### src/csc_pkg.sv
// Package of offsets, field positions, reset values and timing constants for the configuration bank.
// Assumes a 200 MHz system clock and an 8-bit register port.
package csc_pkg;

   localparam int unsigned CLK_PERIOD_PS = 5000;

   // Register offsets.
   localparam logic [7:0] OFF_KBD   = 8'h1D;
   localparam logic [7:0] OFF_CACHE = 8'h1E;
   localparam logic [7:0] OFF_SEG   = 8'h1F;
   localparam logic [7:0] OFF_STOP  = 8'h20;

   // Reset values.
   localparam logic [7:0] RST_KBD   = 8'h00;
   localparam logic [7:0] RST_CACHE = 8'h00;
   localparam logic [7:0] RST_SEG   = 8'h00;
   localparam logic [7:0] RST_STOP  = 8'h00;

   // Writable bit masks; other bits read as zero.
   localparam logic [7:0] MASK_KBD  = 8'hB1;
   localparam logic [7:0] MASK_SEG  = 8'h3F;

   // Keyboard and dirty control fields.
   localparam int unsigned KBD_ENABLE = 7;
   localparam int unsigned KBD_COLOR  = 5;
   localparam int unsigned KBD_SWAP   = 4;
   localparam int unsigned KBD_DIRTY  = 0;

   // Cache configuration fields.
   localparam int unsigned CCH_PAGE_OFF = 7;
   localparam int unsigned CCH_SIZE_HI  = 6;
   localparam int unsigned CCH_SIZE_LO  = 4;
   localparam int unsigned CCH_WB       = 3;
   localparam int unsigned CCH_RANGE_HI = 2;

   // Management segment fields.
   localparam int unsigned SEG_3000 = 5;
   localparam int unsigned SEG_PROC = 4;
   localparam int unsigned SEG_DMA  = 3;
   localparam int unsigned SEG_F000 = 2;
   localparam int unsigned SEG_6000 = 1;
   localparam int unsigned SEG_QUAL = 0;

   // Stop-clock and speed fields.
   localparam int unsigned STP_SEL_HI = 7;
   localparam int unsigned STP_SEL_LO = 6;
   localparam int unsigned STP_SKIP   = 5;
   localparam int unsigned STP_US     = 4;
   localparam int unsigned STP_ALT    = 2;
   localparam int unsigned STP_FORCE  = 1;
   localparam int unsigned STP_EN     = 0;

   // Cycles after reset release before the keyboard strap is taken.
   localparam logic [2:0] BOOT_CYCLES = 3'h5;

   // Recovery times, in picoseconds, and their cycle counts.
   localparam longint unsigned T_US0_PS = 64'd4500000;
   localparam longint unsigned T_US1_PS = 64'd9500000;
   localparam longint unsigned T_US2_PS = 64'd18500000;
   localparam longint unsigned T_MS0_PS = 64'd1000000000;
   localparam longint unsigned T_MS1_PS = 64'd2000000000;
   localparam longint unsigned T_MS2_PS = 64'd4000000000;
   localparam int unsigned CYC_US0 = int'(T_US0_PS / CLK_PERIOD_PS);
   localparam int unsigned CYC_US1 = int'(T_US1_PS / CLK_PERIOD_PS);
   localparam int unsigned CYC_US2 = int'(T_US2_PS / CLK_PERIOD_PS);
   localparam int unsigned CYC_MS0 = int'(T_MS0_PS / CLK_PERIOD_PS);
   localparam int unsigned CYC_MS1 = int'(T_MS1_PS / CLK_PERIOD_PS);
   localparam int unsigned CYC_MS2 = int'(T_MS2_PS / CLK_PERIOD_PS);
   localparam int unsigned CNT_W = 20;

   // Cache size codes.
   typedef enum logic [2:0] {
      CSC_SZ_32K  = 3'h0,
      CSC_SZ_64K  = 3'h1,
      CSC_SZ_128K = 3'h2,
      CSC_SZ_256K = 3'h3,
      CSC_SZ_512K = 3'h4
   } csc_size_t;

endpackage

### src/csc_seq_if.sv
// Interface between the register bank and the stop-clock sequencer.
// Assumes both ends run on the same clock.
`timescale 1ns/1ps
`default_nettype none
interface csc_seq_if;
   logic       enable;
   logic       skip;
   logic       us_range;
   logic [1:0] select;
   logic       grant;
   logic       busy;
   modport bank (output enable, output skip, output us_range, output select, output grant, input busy);
   modport seq  (input enable, input skip, input us_range, input select, input grant, output busy);
endinterface
`default_nettype wire

### src/csc_config_regs.sv
// Configuration register bank: keyboard, cache, management segments, stop clock and speed.
// Assumes a single-cycle register port on clk; pins arrive asynchronously and are synchronised here.
//
// Chosen here: strobed register access.
`timescale 1ns/1ps
`default_nettype none
module csc_config_regs #(
   parameter int unsigned CYC_MS0 = csc_pkg::CYC_MS0,
   parameter int unsigned CYC_MS1 = csc_pkg::CYC_MS1,
   parameter int unsigned CYC_MS2 = csc_pkg::CYC_MS2
) (
   // Clock and reset
   input  wire logic        clk,
   input  wire logic        arst_n,
   // Register port
   input  wire logic [7:0]  addr,
   input  wire logic [7:0]  wdata,
   input  wire logic        wr,
   input  wire logic        rd,
   output logic      [7:0]  rdata,
   // Straps and pins
   input  wire logic        kbd_strap_a_n,
   input  wire logic        kbd_strap_b_n,
   input  wire logic        speed_pin,
   input  wire logic        clock_halt_grant_n,
   // Same-domain inputs
   input  wire logic        sw_speed_bit,
   input  wire logic        halt_trigger,
   // Keyboard and dirty controls
   output logic             kbd_enable,
   output logic             kbd_color_sel,
   output logic             kbd_mouse_swap,
   output logic             dirty_check_en,
   output logic             dirty_status,
   // Cache controls
   output logic             page_mode_off,
   output logic             write_back_en,
   output logic      [2:0]  cache_size,
   output logic      [25:0] cache_limit,
   output logic             single_tag,
   output logic             cache_all,
   output logic             range_valid,
   // Management segments and DMA
   output logic             seg_3000_en,
   output logic             seg_6000_en,
   output logic             seg_f000_en,
   output logic             mgmt_proc_en,
   output logic             dma_local_bus_en,
   // Speed and stop clock
   output logic             alt_deturbo_en,
   output logic             turbo,
   output logic             halt_busy,
   output logic             clock_halt_request_n
);
   typedef struct packed {
      logic [7:0]  kbd;
      logic [7:0]  cache;
      logic [7:0]  seg;
      logic [7:0]  stop;
      logic [7:0]  rdata;
      logic [2:0]  boot;
      logic        page_off;
      logic [2:0]  size;
      logic [25:0] limit;
      logic        single;
      logic        all;
      logic        valid;
      logic        proc_en;
      logic        turbo;
   } csc_regs_t;

   typedef struct packed {
      logic        valid;
      logic        single;
      logic        all;
      logic [25:0] limit;
   } csc_range_t;

   csc_regs_t st_q, st_d;
   logic [2:0] pins_s;
   logic       strap_en;
   logic       grant_s;
   logic       speed_s;
   logic       req_n;

   csc_seq_if sq ();

   csc_sync #(
      .WIDTH (3)
   ) u_sync (
      .clk    (clk),
      .arst_n (arst_n),
      .pin    ({speed_pin, ~clock_halt_grant_n, kbd_strap_a_n & kbd_strap_b_n}),
      .level  (pins_s)
   );

   assign strap_en = pins_s[0];
   assign grant_s  = pins_s[1];
   assign speed_s  = pins_s[2];

   // Size decode: any code with the top bit set is the largest cache.
   function automatic logic [2:0] size_code(input logic [2:0] f);
      if (f[2]) begin
         return 3'(csc_pkg::CSC_SZ_512K);
      end
      return 3'(f);
   endfunction

   // Cacheable range decode; codes not listed for a size report invalid.
   function automatic csc_range_t range_decode(input logic [2:0] sz, input logic [2:0] r);
      csc_range_t o;
      o = '0;
      o.valid  = 1'b1;
      o.single = (r == 3'h0);
      unique case (sz)
         3'(csc_pkg::CSC_SZ_32K): begin
            unique case (r)
               3'h0:    o.limit = 26'h03FFFFF;
               3'h1:    o.limit = 26'h007FFFF;
               3'h3:    o.limit = 26'h0FFFFFF;
               3'h7:    o.limit = 26'h1FFFFFF;
               default: o.valid = 1'b0;
            endcase
         end
         3'(csc_pkg::CSC_SZ_64K): begin
            unique case (r)
               3'h0:    o.limit = 26'h07FFFFF;
               3'h1:    o.limit = 26'h0FFFFFF;
               3'h3:    o.limit = 26'h1FFFFFF;
               3'h7:    o.limit = 26'h3FFFFFF;
               default: o.valid = 1'b0;
            endcase
         end
         3'(csc_pkg::CSC_SZ_128K): begin
            unique case (r)
               3'h0:    o.limit = 26'h0FFFFFF;
               3'h1:    o.limit = 26'h1FFFFFF;
               3'h3:    o.limit = 26'h3FFFFFF;
               default: o.valid = 1'b0;
            endcase
         end
         3'(csc_pkg::CSC_SZ_256K): begin
            unique case (r)
               3'h0:    o.limit = 26'h1FFFFFF;
               3'h1:    o.limit = 26'h3FFFFFF;
               default: o.valid = 1'b0;
            endcase
         end
         default: begin
            if (r == 3'h0) begin
               o.all   = 1'b1;
               o.limit = 26'h3FFFFFF;
            end else begin
               o.valid = 1'b0;
            end
         end
      endcase
      if (!o.valid) begin
         o.single = 1'b0;
         o.limit  = '0;
      end
      return o;
   endfunction

   csc_range_t rng;

   always_comb begin
      st_d = st_q;
      rng  = '0;
      // The strap is taken once the synchroniser has settled; a software write wins.
      if (st_q.boot != csc_pkg::BOOT_CYCLES) begin
         st_d.boot = st_q.boot + 3'h1;
         if (st_q.boot == csc_pkg::BOOT_CYCLES - 3'h1) begin
            st_d.kbd[csc_pkg::KBD_ENABLE] = strap_en;
         end
      end
      if (wr) begin
         unique case (addr)
            csc_pkg::OFF_KBD: begin
               st_d.kbd  = wdata & csc_pkg::MASK_KBD;
               st_d.boot = csc_pkg::BOOT_CYCLES;
            end
            csc_pkg::OFF_CACHE: st_d.cache = wdata;
            csc_pkg::OFF_SEG:   st_d.seg   = wdata & csc_pkg::MASK_SEG;
            csc_pkg::OFF_STOP:  st_d.stop  = wdata;
            default: ;
         endcase
      end
      // Read data stand for exactly one cycle after the strobe.
      st_d.rdata = 8'h00;
      if (rd) begin
         unique case (addr)
            csc_pkg::OFF_KBD:   st_d.rdata = st_q.kbd;
            csc_pkg::OFF_CACHE: st_d.rdata = st_q.cache;
            csc_pkg::OFF_SEG:   st_d.rdata = st_q.seg;
            csc_pkg::OFF_STOP:  st_d.rdata = st_q.stop;
            default:            st_d.rdata = 8'h00;
         endcase
      end
      // Decoded outputs follow the stored fields with one cycle of latency.
      st_d.size     = size_code(st_q.cache[csc_pkg::CCH_SIZE_HI:csc_pkg::CCH_SIZE_LO]);
      rng           = range_decode(st_d.size, st_q.cache[csc_pkg::CCH_RANGE_HI:0]);
      st_d.limit    = rng.limit;
      st_d.single   = rng.single;
      st_d.all      = rng.all;
      st_d.valid    = rng.valid;
      st_d.page_off = st_q.cache[csc_pkg::CCH_PAGE_OFF] & st_q.cache[csc_pkg::CCH_WB];
      st_d.proc_en  = st_q.seg[csc_pkg::SEG_PROC] & st_q.seg[csc_pkg::SEG_QUAL];
      if (st_q.stop[csc_pkg::STP_FORCE] && st_q.stop[csc_pkg::STP_ALT]) begin
         st_d.turbo = 1'b0;
      end else begin
         st_d.turbo = speed_s ^ sw_speed_bit;
      end
   end

   always_ff @(posedge clk or negedge arst_n) begin
      if (!arst_n) begin
         st_q       <= '0;
         st_q.kbd   <= csc_pkg::RST_KBD;
         st_q.cache <= csc_pkg::RST_CACHE;
         st_q.seg   <= csc_pkg::RST_SEG;
         st_q.stop  <= csc_pkg::RST_STOP;
      end else begin
         st_q <= st_d;
      end
   end

   assign sq.enable   = st_q.stop[csc_pkg::STP_EN];
   assign sq.skip     = st_q.stop[csc_pkg::STP_SKIP];
   assign sq.us_range = st_q.stop[csc_pkg::STP_US];
   assign sq.select   = st_q.stop[csc_pkg::STP_SEL_HI:csc_pkg::STP_SEL_LO];
   assign sq.grant    = grant_s;

   csc_stop_seq #(
      .MS0 (CYC_MS0),
      .MS1 (CYC_MS1),
      .MS2 (CYC_MS2)
   ) u_seq (
      .clk        (clk),
      .arst_n     (arst_n),
      .ctl        (sq.seq),
      .trigger    (halt_trigger),
      .halt_req_n (req_n)
   );

   // Plain flop views of stored bits.
   assign rdata            = st_q.rdata;
   assign kbd_enable       = st_q.kbd[csc_pkg::KBD_ENABLE];
   assign kbd_color_sel    = st_q.kbd[csc_pkg::KBD_COLOR];
   assign kbd_mouse_swap   = st_q.kbd[csc_pkg::KBD_SWAP];
   assign dirty_check_en   = st_q.kbd[csc_pkg::KBD_DIRTY];
   // Dirty status is never raised, so every line looks clean.
   assign dirty_status     = st_q.boot[2] & 1'b0;
   assign page_mode_off    = st_q.page_off;
   assign write_back_en    = st_q.cache[csc_pkg::CCH_WB];
   assign cache_size       = st_q.size;
   assign cache_limit      = st_q.limit;
   assign single_tag       = st_q.single;
   assign cache_all        = st_q.all;
   assign range_valid      = st_q.valid;
   assign seg_3000_en      = st_q.seg[csc_pkg::SEG_3000];
   assign seg_6000_en      = st_q.seg[csc_pkg::SEG_6000];
   assign seg_f000_en      = st_q.seg[csc_pkg::SEG_F000];
   assign mgmt_proc_en     = st_q.proc_en;
   assign dma_local_bus_en = st_q.seg[csc_pkg::SEG_DMA];
   assign alt_deturbo_en   = st_q.stop[csc_pkg::STP_ALT];
   assign turbo            = st_q.turbo;
   assign halt_busy        = sq.busy;
   assign clock_halt_request_n = req_n;
endmodule // csc_config_regs
`default_nettype wire

### src/csc_stop_seq.sv
// Stop-clock sequencer: raises the halt request, waits for the grant, holds for the recovery time.
// Assumes the grant arrives already synchronised, active high.
`timescale 1ns/1ps
`default_nettype none
module csc_stop_seq #(
   parameter int unsigned MS0 = csc_pkg::CYC_MS0,
   parameter int unsigned MS1 = csc_pkg::CYC_MS1,
   parameter int unsigned MS2 = csc_pkg::CYC_MS2
) (
   // Clock and reset
   input  wire logic clk,
   input  wire logic arst_n,
   // Control from the bank
   csc_seq_if.seq    ctl,
   input  wire logic trigger,
   // Processor side
   output logic      halt_req_n
);
   typedef enum logic [1:0] {
      SQ_IDLE = 2'h0,
      SQ_REQ  = 2'h1,
      SQ_HOLD = 2'h3,
      SQ_DONE = 2'h2
   } csc_sq_t;

   typedef struct packed {
      csc_sq_t                      state;
      logic [csc_pkg::CNT_W-1:0]    cnt;
      logic                         req_n;
      logic                         busy;
   } csc_seq_t;

   csc_seq_t st_q, st_d;

   function automatic logic [csc_pkg::CNT_W-1:0] recovery(input logic us, input logic [1:0] sel);
      int unsigned n;
      if (us) begin
         n = sel[1] ? csc_pkg::CYC_US2 : (sel[0] ? csc_pkg::CYC_US1 : csc_pkg::CYC_US0);
      end else begin
         n = sel[1] ? MS2 : (sel[0] ? MS1 : MS0);
      end
      return csc_pkg::CNT_W'(n - 1);
   endfunction

   always_comb begin
      st_d = st_q;
      unique case (st_q.state)
         SQ_IDLE: begin
            if (trigger) begin
               st_d.state = SQ_REQ;
               st_d.req_n = 1'b0;
            end
         end
         SQ_REQ: begin
            if (ctl.grant) begin
               if (ctl.skip) begin
                  st_d.state = SQ_DONE;
                  st_d.req_n = 1'b1;
               end else begin
                  st_d.state = SQ_HOLD;
                  st_d.cnt   = recovery(ctl.us_range, ctl.select);
               end
            end
         end
         SQ_HOLD: begin
            if (st_q.cnt == '0) begin
               st_d.state = SQ_DONE;
               st_d.req_n = 1'b1;
            end else begin
               st_d.cnt = st_q.cnt - 1'b1;
            end
         end
         SQ_DONE: begin
            if (!ctl.grant) begin
               st_d.state = SQ_IDLE;
            end
         end
      endcase
      // Dropping the enable abandons any sequence in progress.
      if (!ctl.enable) begin
         st_d.state = SQ_IDLE;
         st_d.req_n = 1'b1;
         st_d.cnt   = '0;
      end
      // Busy is registered so the top output comes straight from a flop.
      st_d.busy = (st_d.state != SQ_IDLE);
   end

   always_ff @(posedge clk or negedge arst_n) begin
      if (!arst_n) begin
         st_q <= '{state: SQ_IDLE, cnt: '0, req_n: 1'b1, busy: 1'b0};
      end else begin
         st_q <= st_d;
      end
   end

   assign halt_req_n = st_q.req_n;
   assign ctl.busy   = st_q.busy;
endmodule // csc_stop_seq
`default_nettype wire

### src/csc_sync.sv
// Three-stage synchroniser for pins; the output follows once stages two and three agree.
// Assumes the inputs are asynchronous levels.
`timescale 1ns/1ps
`default_nettype none
module csc_sync #(
   parameter int unsigned WIDTH = 1
) (
   // Clock and reset
   input  wire logic             clk,
   input  wire logic             arst_n,
   // Pins and filtered levels
   input  wire logic [WIDTH-1:0] pin,
   output logic      [WIDTH-1:0] level
);
   typedef struct packed {
      logic [WIDTH-1:0] s1;
      logic [WIDTH-1:0] s2;
      logic [WIDTH-1:0] s3;
      logic [WIDTH-1:0] out;
   } csc_sync_t;

   csc_sync_t st_q, st_d;

   always_comb begin
      st_d    = st_q;
      st_d.s1 = pin;
      st_d.s2 = st_q.s1;
      st_d.s3 = st_q.s2;
      for (int i = 0; i < int'(WIDTH); i++) begin
         if (st_q.s2[i] == st_q.s3[i]) begin
            st_d.out[i] = st_q.s3[i];
         end
      end
   end

   always_ff @(posedge clk or negedge arst_n) begin
      if (!arst_n) begin
         st_q <= '0;
      end else begin
         st_q <= st_d;
      end
   end

   assign level = st_q.out;
endmodule // csc_sync
`default_nettype wire
### config.mk
export PLATFORM = sky130hd
export DESIGN_NAME = csc_config_regs
export DESIGN_NICKNAME = d
export VERILOG_FILES = /design/src/csc_pkg.sv /design/src/csc_seq_if.sv /design/src/csc_config_regs.sv /design/src/csc_stop_seq.sv /design/src/csc_sync.sv
export SDC_FILE = /design/constraint.sdc
export NUM_CORES = 1
export LEC_CHECK = 0
export ABC_AREA = 1
export BUFFER_PORTS_ARGS = -buffer_cell sky130_fd_sc_hd__buf_2
export CAP_MARGIN = 20
export CELL_PAD_IN_SITES_DETAIL_PLACEMENT = 1
export CELL_PAD_IN_SITES_GLOBAL_PLACEMENT = 2
export CORE_MARGIN = 5
export CORE_UTILIZATION = 30
export DETAILED_ROUTE_END_ITERATION = 12
export GPL_TIMING_DRIVEN = 0
export PLACE_DENSITY = 0.76
export SYNTH_ARGS = -nofsm -noshare
export SYNTH_HDL_FRONTEND = slang
export SYNTH_HIERARCHICAL = 1
export SYNTH_SLANG_ARGS = --single-unit
### constraint.sdc
create_clock -name clk -period 1.6 [get_ports clk]
set_input_delay 0.32 -clock clk [delete_from_list [all_inputs] [get_ports clk]]
set_output_delay 0.32 -clock clk [all_outputs]
set_load 0.1 [all_outputs]
==> reports/metrics.cfg <==
[route]
drt-pass1-iter-count=4
num_vias=4555
via_per_inst=4.62
drt_iter0_markers=140
drc=0
routedWlPerCell_um=15.2
wirelength_um=15000
postRouteAntennaNets=0

[global_route]
gr-usage-all-layers_pct=15.5
grt_antenna_before_repair=0
grt_max_degree=46
grt_first_pass_wirelength_um=24900
grt_overflow=0
grt_pass1_vias=4799

[clock_tree]
cts_made_buffers=9
cts.htree.levels=3
clock_sinks=88
clockBufferDepth=2
path_clk_slew_ps=70
cts_root_buf=clkbuf_16
clk-insertion-delay-late_ps=350
cts.hold.buffers_added=0
tritoncts=yes

[synth]
yosysTopAreaCell=dfrtp_1
synth_cells=642
synth_seq_cells=88
synth_compound_area_share_pct=10.6
synth_ff_type=dfrtp_1
syn_area_sq_um=5130
yosys_warnings=6
syn-num-nets=678
synth_area_leaders=dfrtp_1 42%, nand2_1 11%, buf_4 6.7%
synth_top_family_by_area=simple AND/OR/NAND/NOR gates
ys_types=38
yosysTopAreaCellShare_pct=42.5
synth.area.mux_share_pct=0
synth_fa_ha_area_share_pct=2.44
ys_seq_area_share_pct=43.0
avgSynthCellArea_sq_um=7.99
synth-async-reset-ratio_pct=100
synthXorXnorAreaFrac_pct=1.02
synth-edff-count=0
synthSimpleGateAreaFrac_pct=29.5

[timing]
setup_ws_ps=16.4
fmax_mhz=631
finalHoldViolCount=9
finalSetupViolations=0
finalWorstPathRequiredPeriod_ps=1580
whs_ps=-22.1
rsz0062_at_grt=yes
worst_pin_slew_ps=611
setup_tns_ps=0
finClkSkew_ps=8.83
relSlewSlack_pct=59.3
finalCritPeriodShare_pct=99.0
final_max_slew_viol_count=0

[floorplanning]
core_area_sq_um=16700
rows=47
start_util_pct=30.7
ios=82
die-area_sq_um=19800
die_width_um=141
die_h_um=141

[final_layout]
final_area_sq_um=6610
layout_common_cells=152 x nand2_1, 77 x dfrtp_1, 75 x buf_4
insertedDiodeCount=0
nets=796
n_fill_cell=2051
layout_commonest_cell=nand2_1
area_growth_pct=28.9
drive_gt1_share_pct=34.8

[worst_setup_path]
critPathArrivalTime_ps=1810
slowest_stage=dfrtp_1
cp-end-kind=flip-flop
path_cells=inv_2 > ha_4 > nand2_4 > nor2_8 > nand3_4 > nand2_4 > nand2_4 > nand2_8 > inv_4 > buf_8 > nand3_1 > nand2_1
cp_common_cell=nand2_4
worstPathRequired_ps=1830
cpPeakStageDelay_ps=390
critPathMaxFanout=10
critPathKind=flip-flop to flip-flop
start_kind=flip-flop

[place]
port_buffers=80
dp_hpwl_um=11400
pre_cts_ws_ps=-246
gp_congestion=0.853
placed_cell_area_sq_um=5840

[pwr]
vdd_ir_drop_max_mv=0.642
power.density_nw_per_um2=1020
leakage_nw=3.50

[status]
violations=negative hold slack
outcome=finished, violations left

[flow_run]
maxCapViolations=0

[worst_hold_path]
hold_path.class=input port to async pin

## Yosys cell counts (5+ instances only)
cell type	number
a21oi_1	15
buf_4	46
dfrtp_1	87
ha_1	10
inv_1	69
nand2_1	156
nand2_2	6
nand2_4	5
nand3_1	62
nand4_1	10
nor2_1	61
nor2_4	6
o21a_1	6
o21ai_0	30
o21ai_1	10
o21ai_2	20
## kinds of logic after synthesis
family,count (synthesis)
AO/OA/AOI/OAI,88
other,1
buffers and inverters,128
XOR/XNOR,6
flip-flops,88
adder cells (fa/ha/maj),10
AND/OR/NAND/NOR,321
## layout make-up
cell class,instances,area [sq um],area share (%)
multi-input combinational,426,2350,35.5
sequential,88,2220,33.5
timing repair buffer,108,774,11.7
buffer,54,420,6.36
inverter,73,282,4.26
tap,220,275,4.17
clock buffer,11,253,3.83
clock inverter,5,40.0,0.606
## timing repair
item                                   in CTS  in global routing
pin swaps                                   3                  2
gates resized for setup                    54                 46
setup endpoints to repair                  43                 40
buffers inserted                           16                 11
endpoints found under the hold margin       0                  0
## state kept, by name (all words and copies together) (netlist names), 2 cells and up
register,flops
sq.select,2
u_sync/st_q,3
st_q,14
u_sync/level,3
u_seq/st_q,22
cache_size,3
cache_limit,6
u_sync/st_d,6
rdata,8
## layer usage
| layer | track usage, % | wire, um |
|---|---|---|
| met5 | 0 | 0 |
| met1 | 20.1 | 6750 |
| met4 | 5.05 | 264 |
| met2 | 26.4 | 7440 |
| met3 | 2.44 | 517 |
## path summary, 6_finish.rpt
path | from | endpoint | slack, ps | cells after the start
worst max-delay path | u_seq/st_q[2] | u_seq/st_q[15] | 20 | 12
worst min-delay path | arst_n | u_seq/st_q[16] | -20 | 1
worst max register to register | u_seq/st_q[2] | u_seq/st_q[15] | 20 | 12
worst min register to register | u_sync/st_d[7] | u_sync/st_d[4] | 350 | 0
max in group asynchronous | arst_n | u_seq/halt_req_n | 940 | 2
min in group clk | speed_pin | u_sync/st_d[8] | 80 | 1
## per-stage QoR
| stage | instances | util, % | power (mW) | hold WS (ps) |
|---|---|---|---|---|
| 4_1_cts | 974 | 38.3 | 6.69 | 2.86 |
| 6_report | 985 | 39.6 | 6.71 | -22.1 |
| 5_1_grt | 985 | 39.6 | 7.03 | 34.2 |
| 3_3_place_gp | 942 | 34.8 | 4.41 | 333 |
| 3_5_place_dp | 943 | 34.9 | 4.46 | 337 |
| 2_1_floorplan | 642 | - | 4.07 | 24.4 |
## worst max-delay path, delay by kind of cell, from the launching register on
| family | cells | cell delay, ps |
|---|---|---|
| DFF | 1 | 390 |
| and+or+nand+nor | 8 | 620 |
| adders and majority gates | 1 | 150 |
| buffers and inverters | 3 | 280 |
## power breakdown
part | leakage, nW | switching [mW] | total (mW) | internal, mW
logic | 2.22 | 1.61 | 2.22 | 0.609
clock network | 0.134 | 0.928 | 2.07 | 1.15
registers | 1.15 | 0.0861 | 2.41 | 2.33
(Power assumes the default switching activity.)
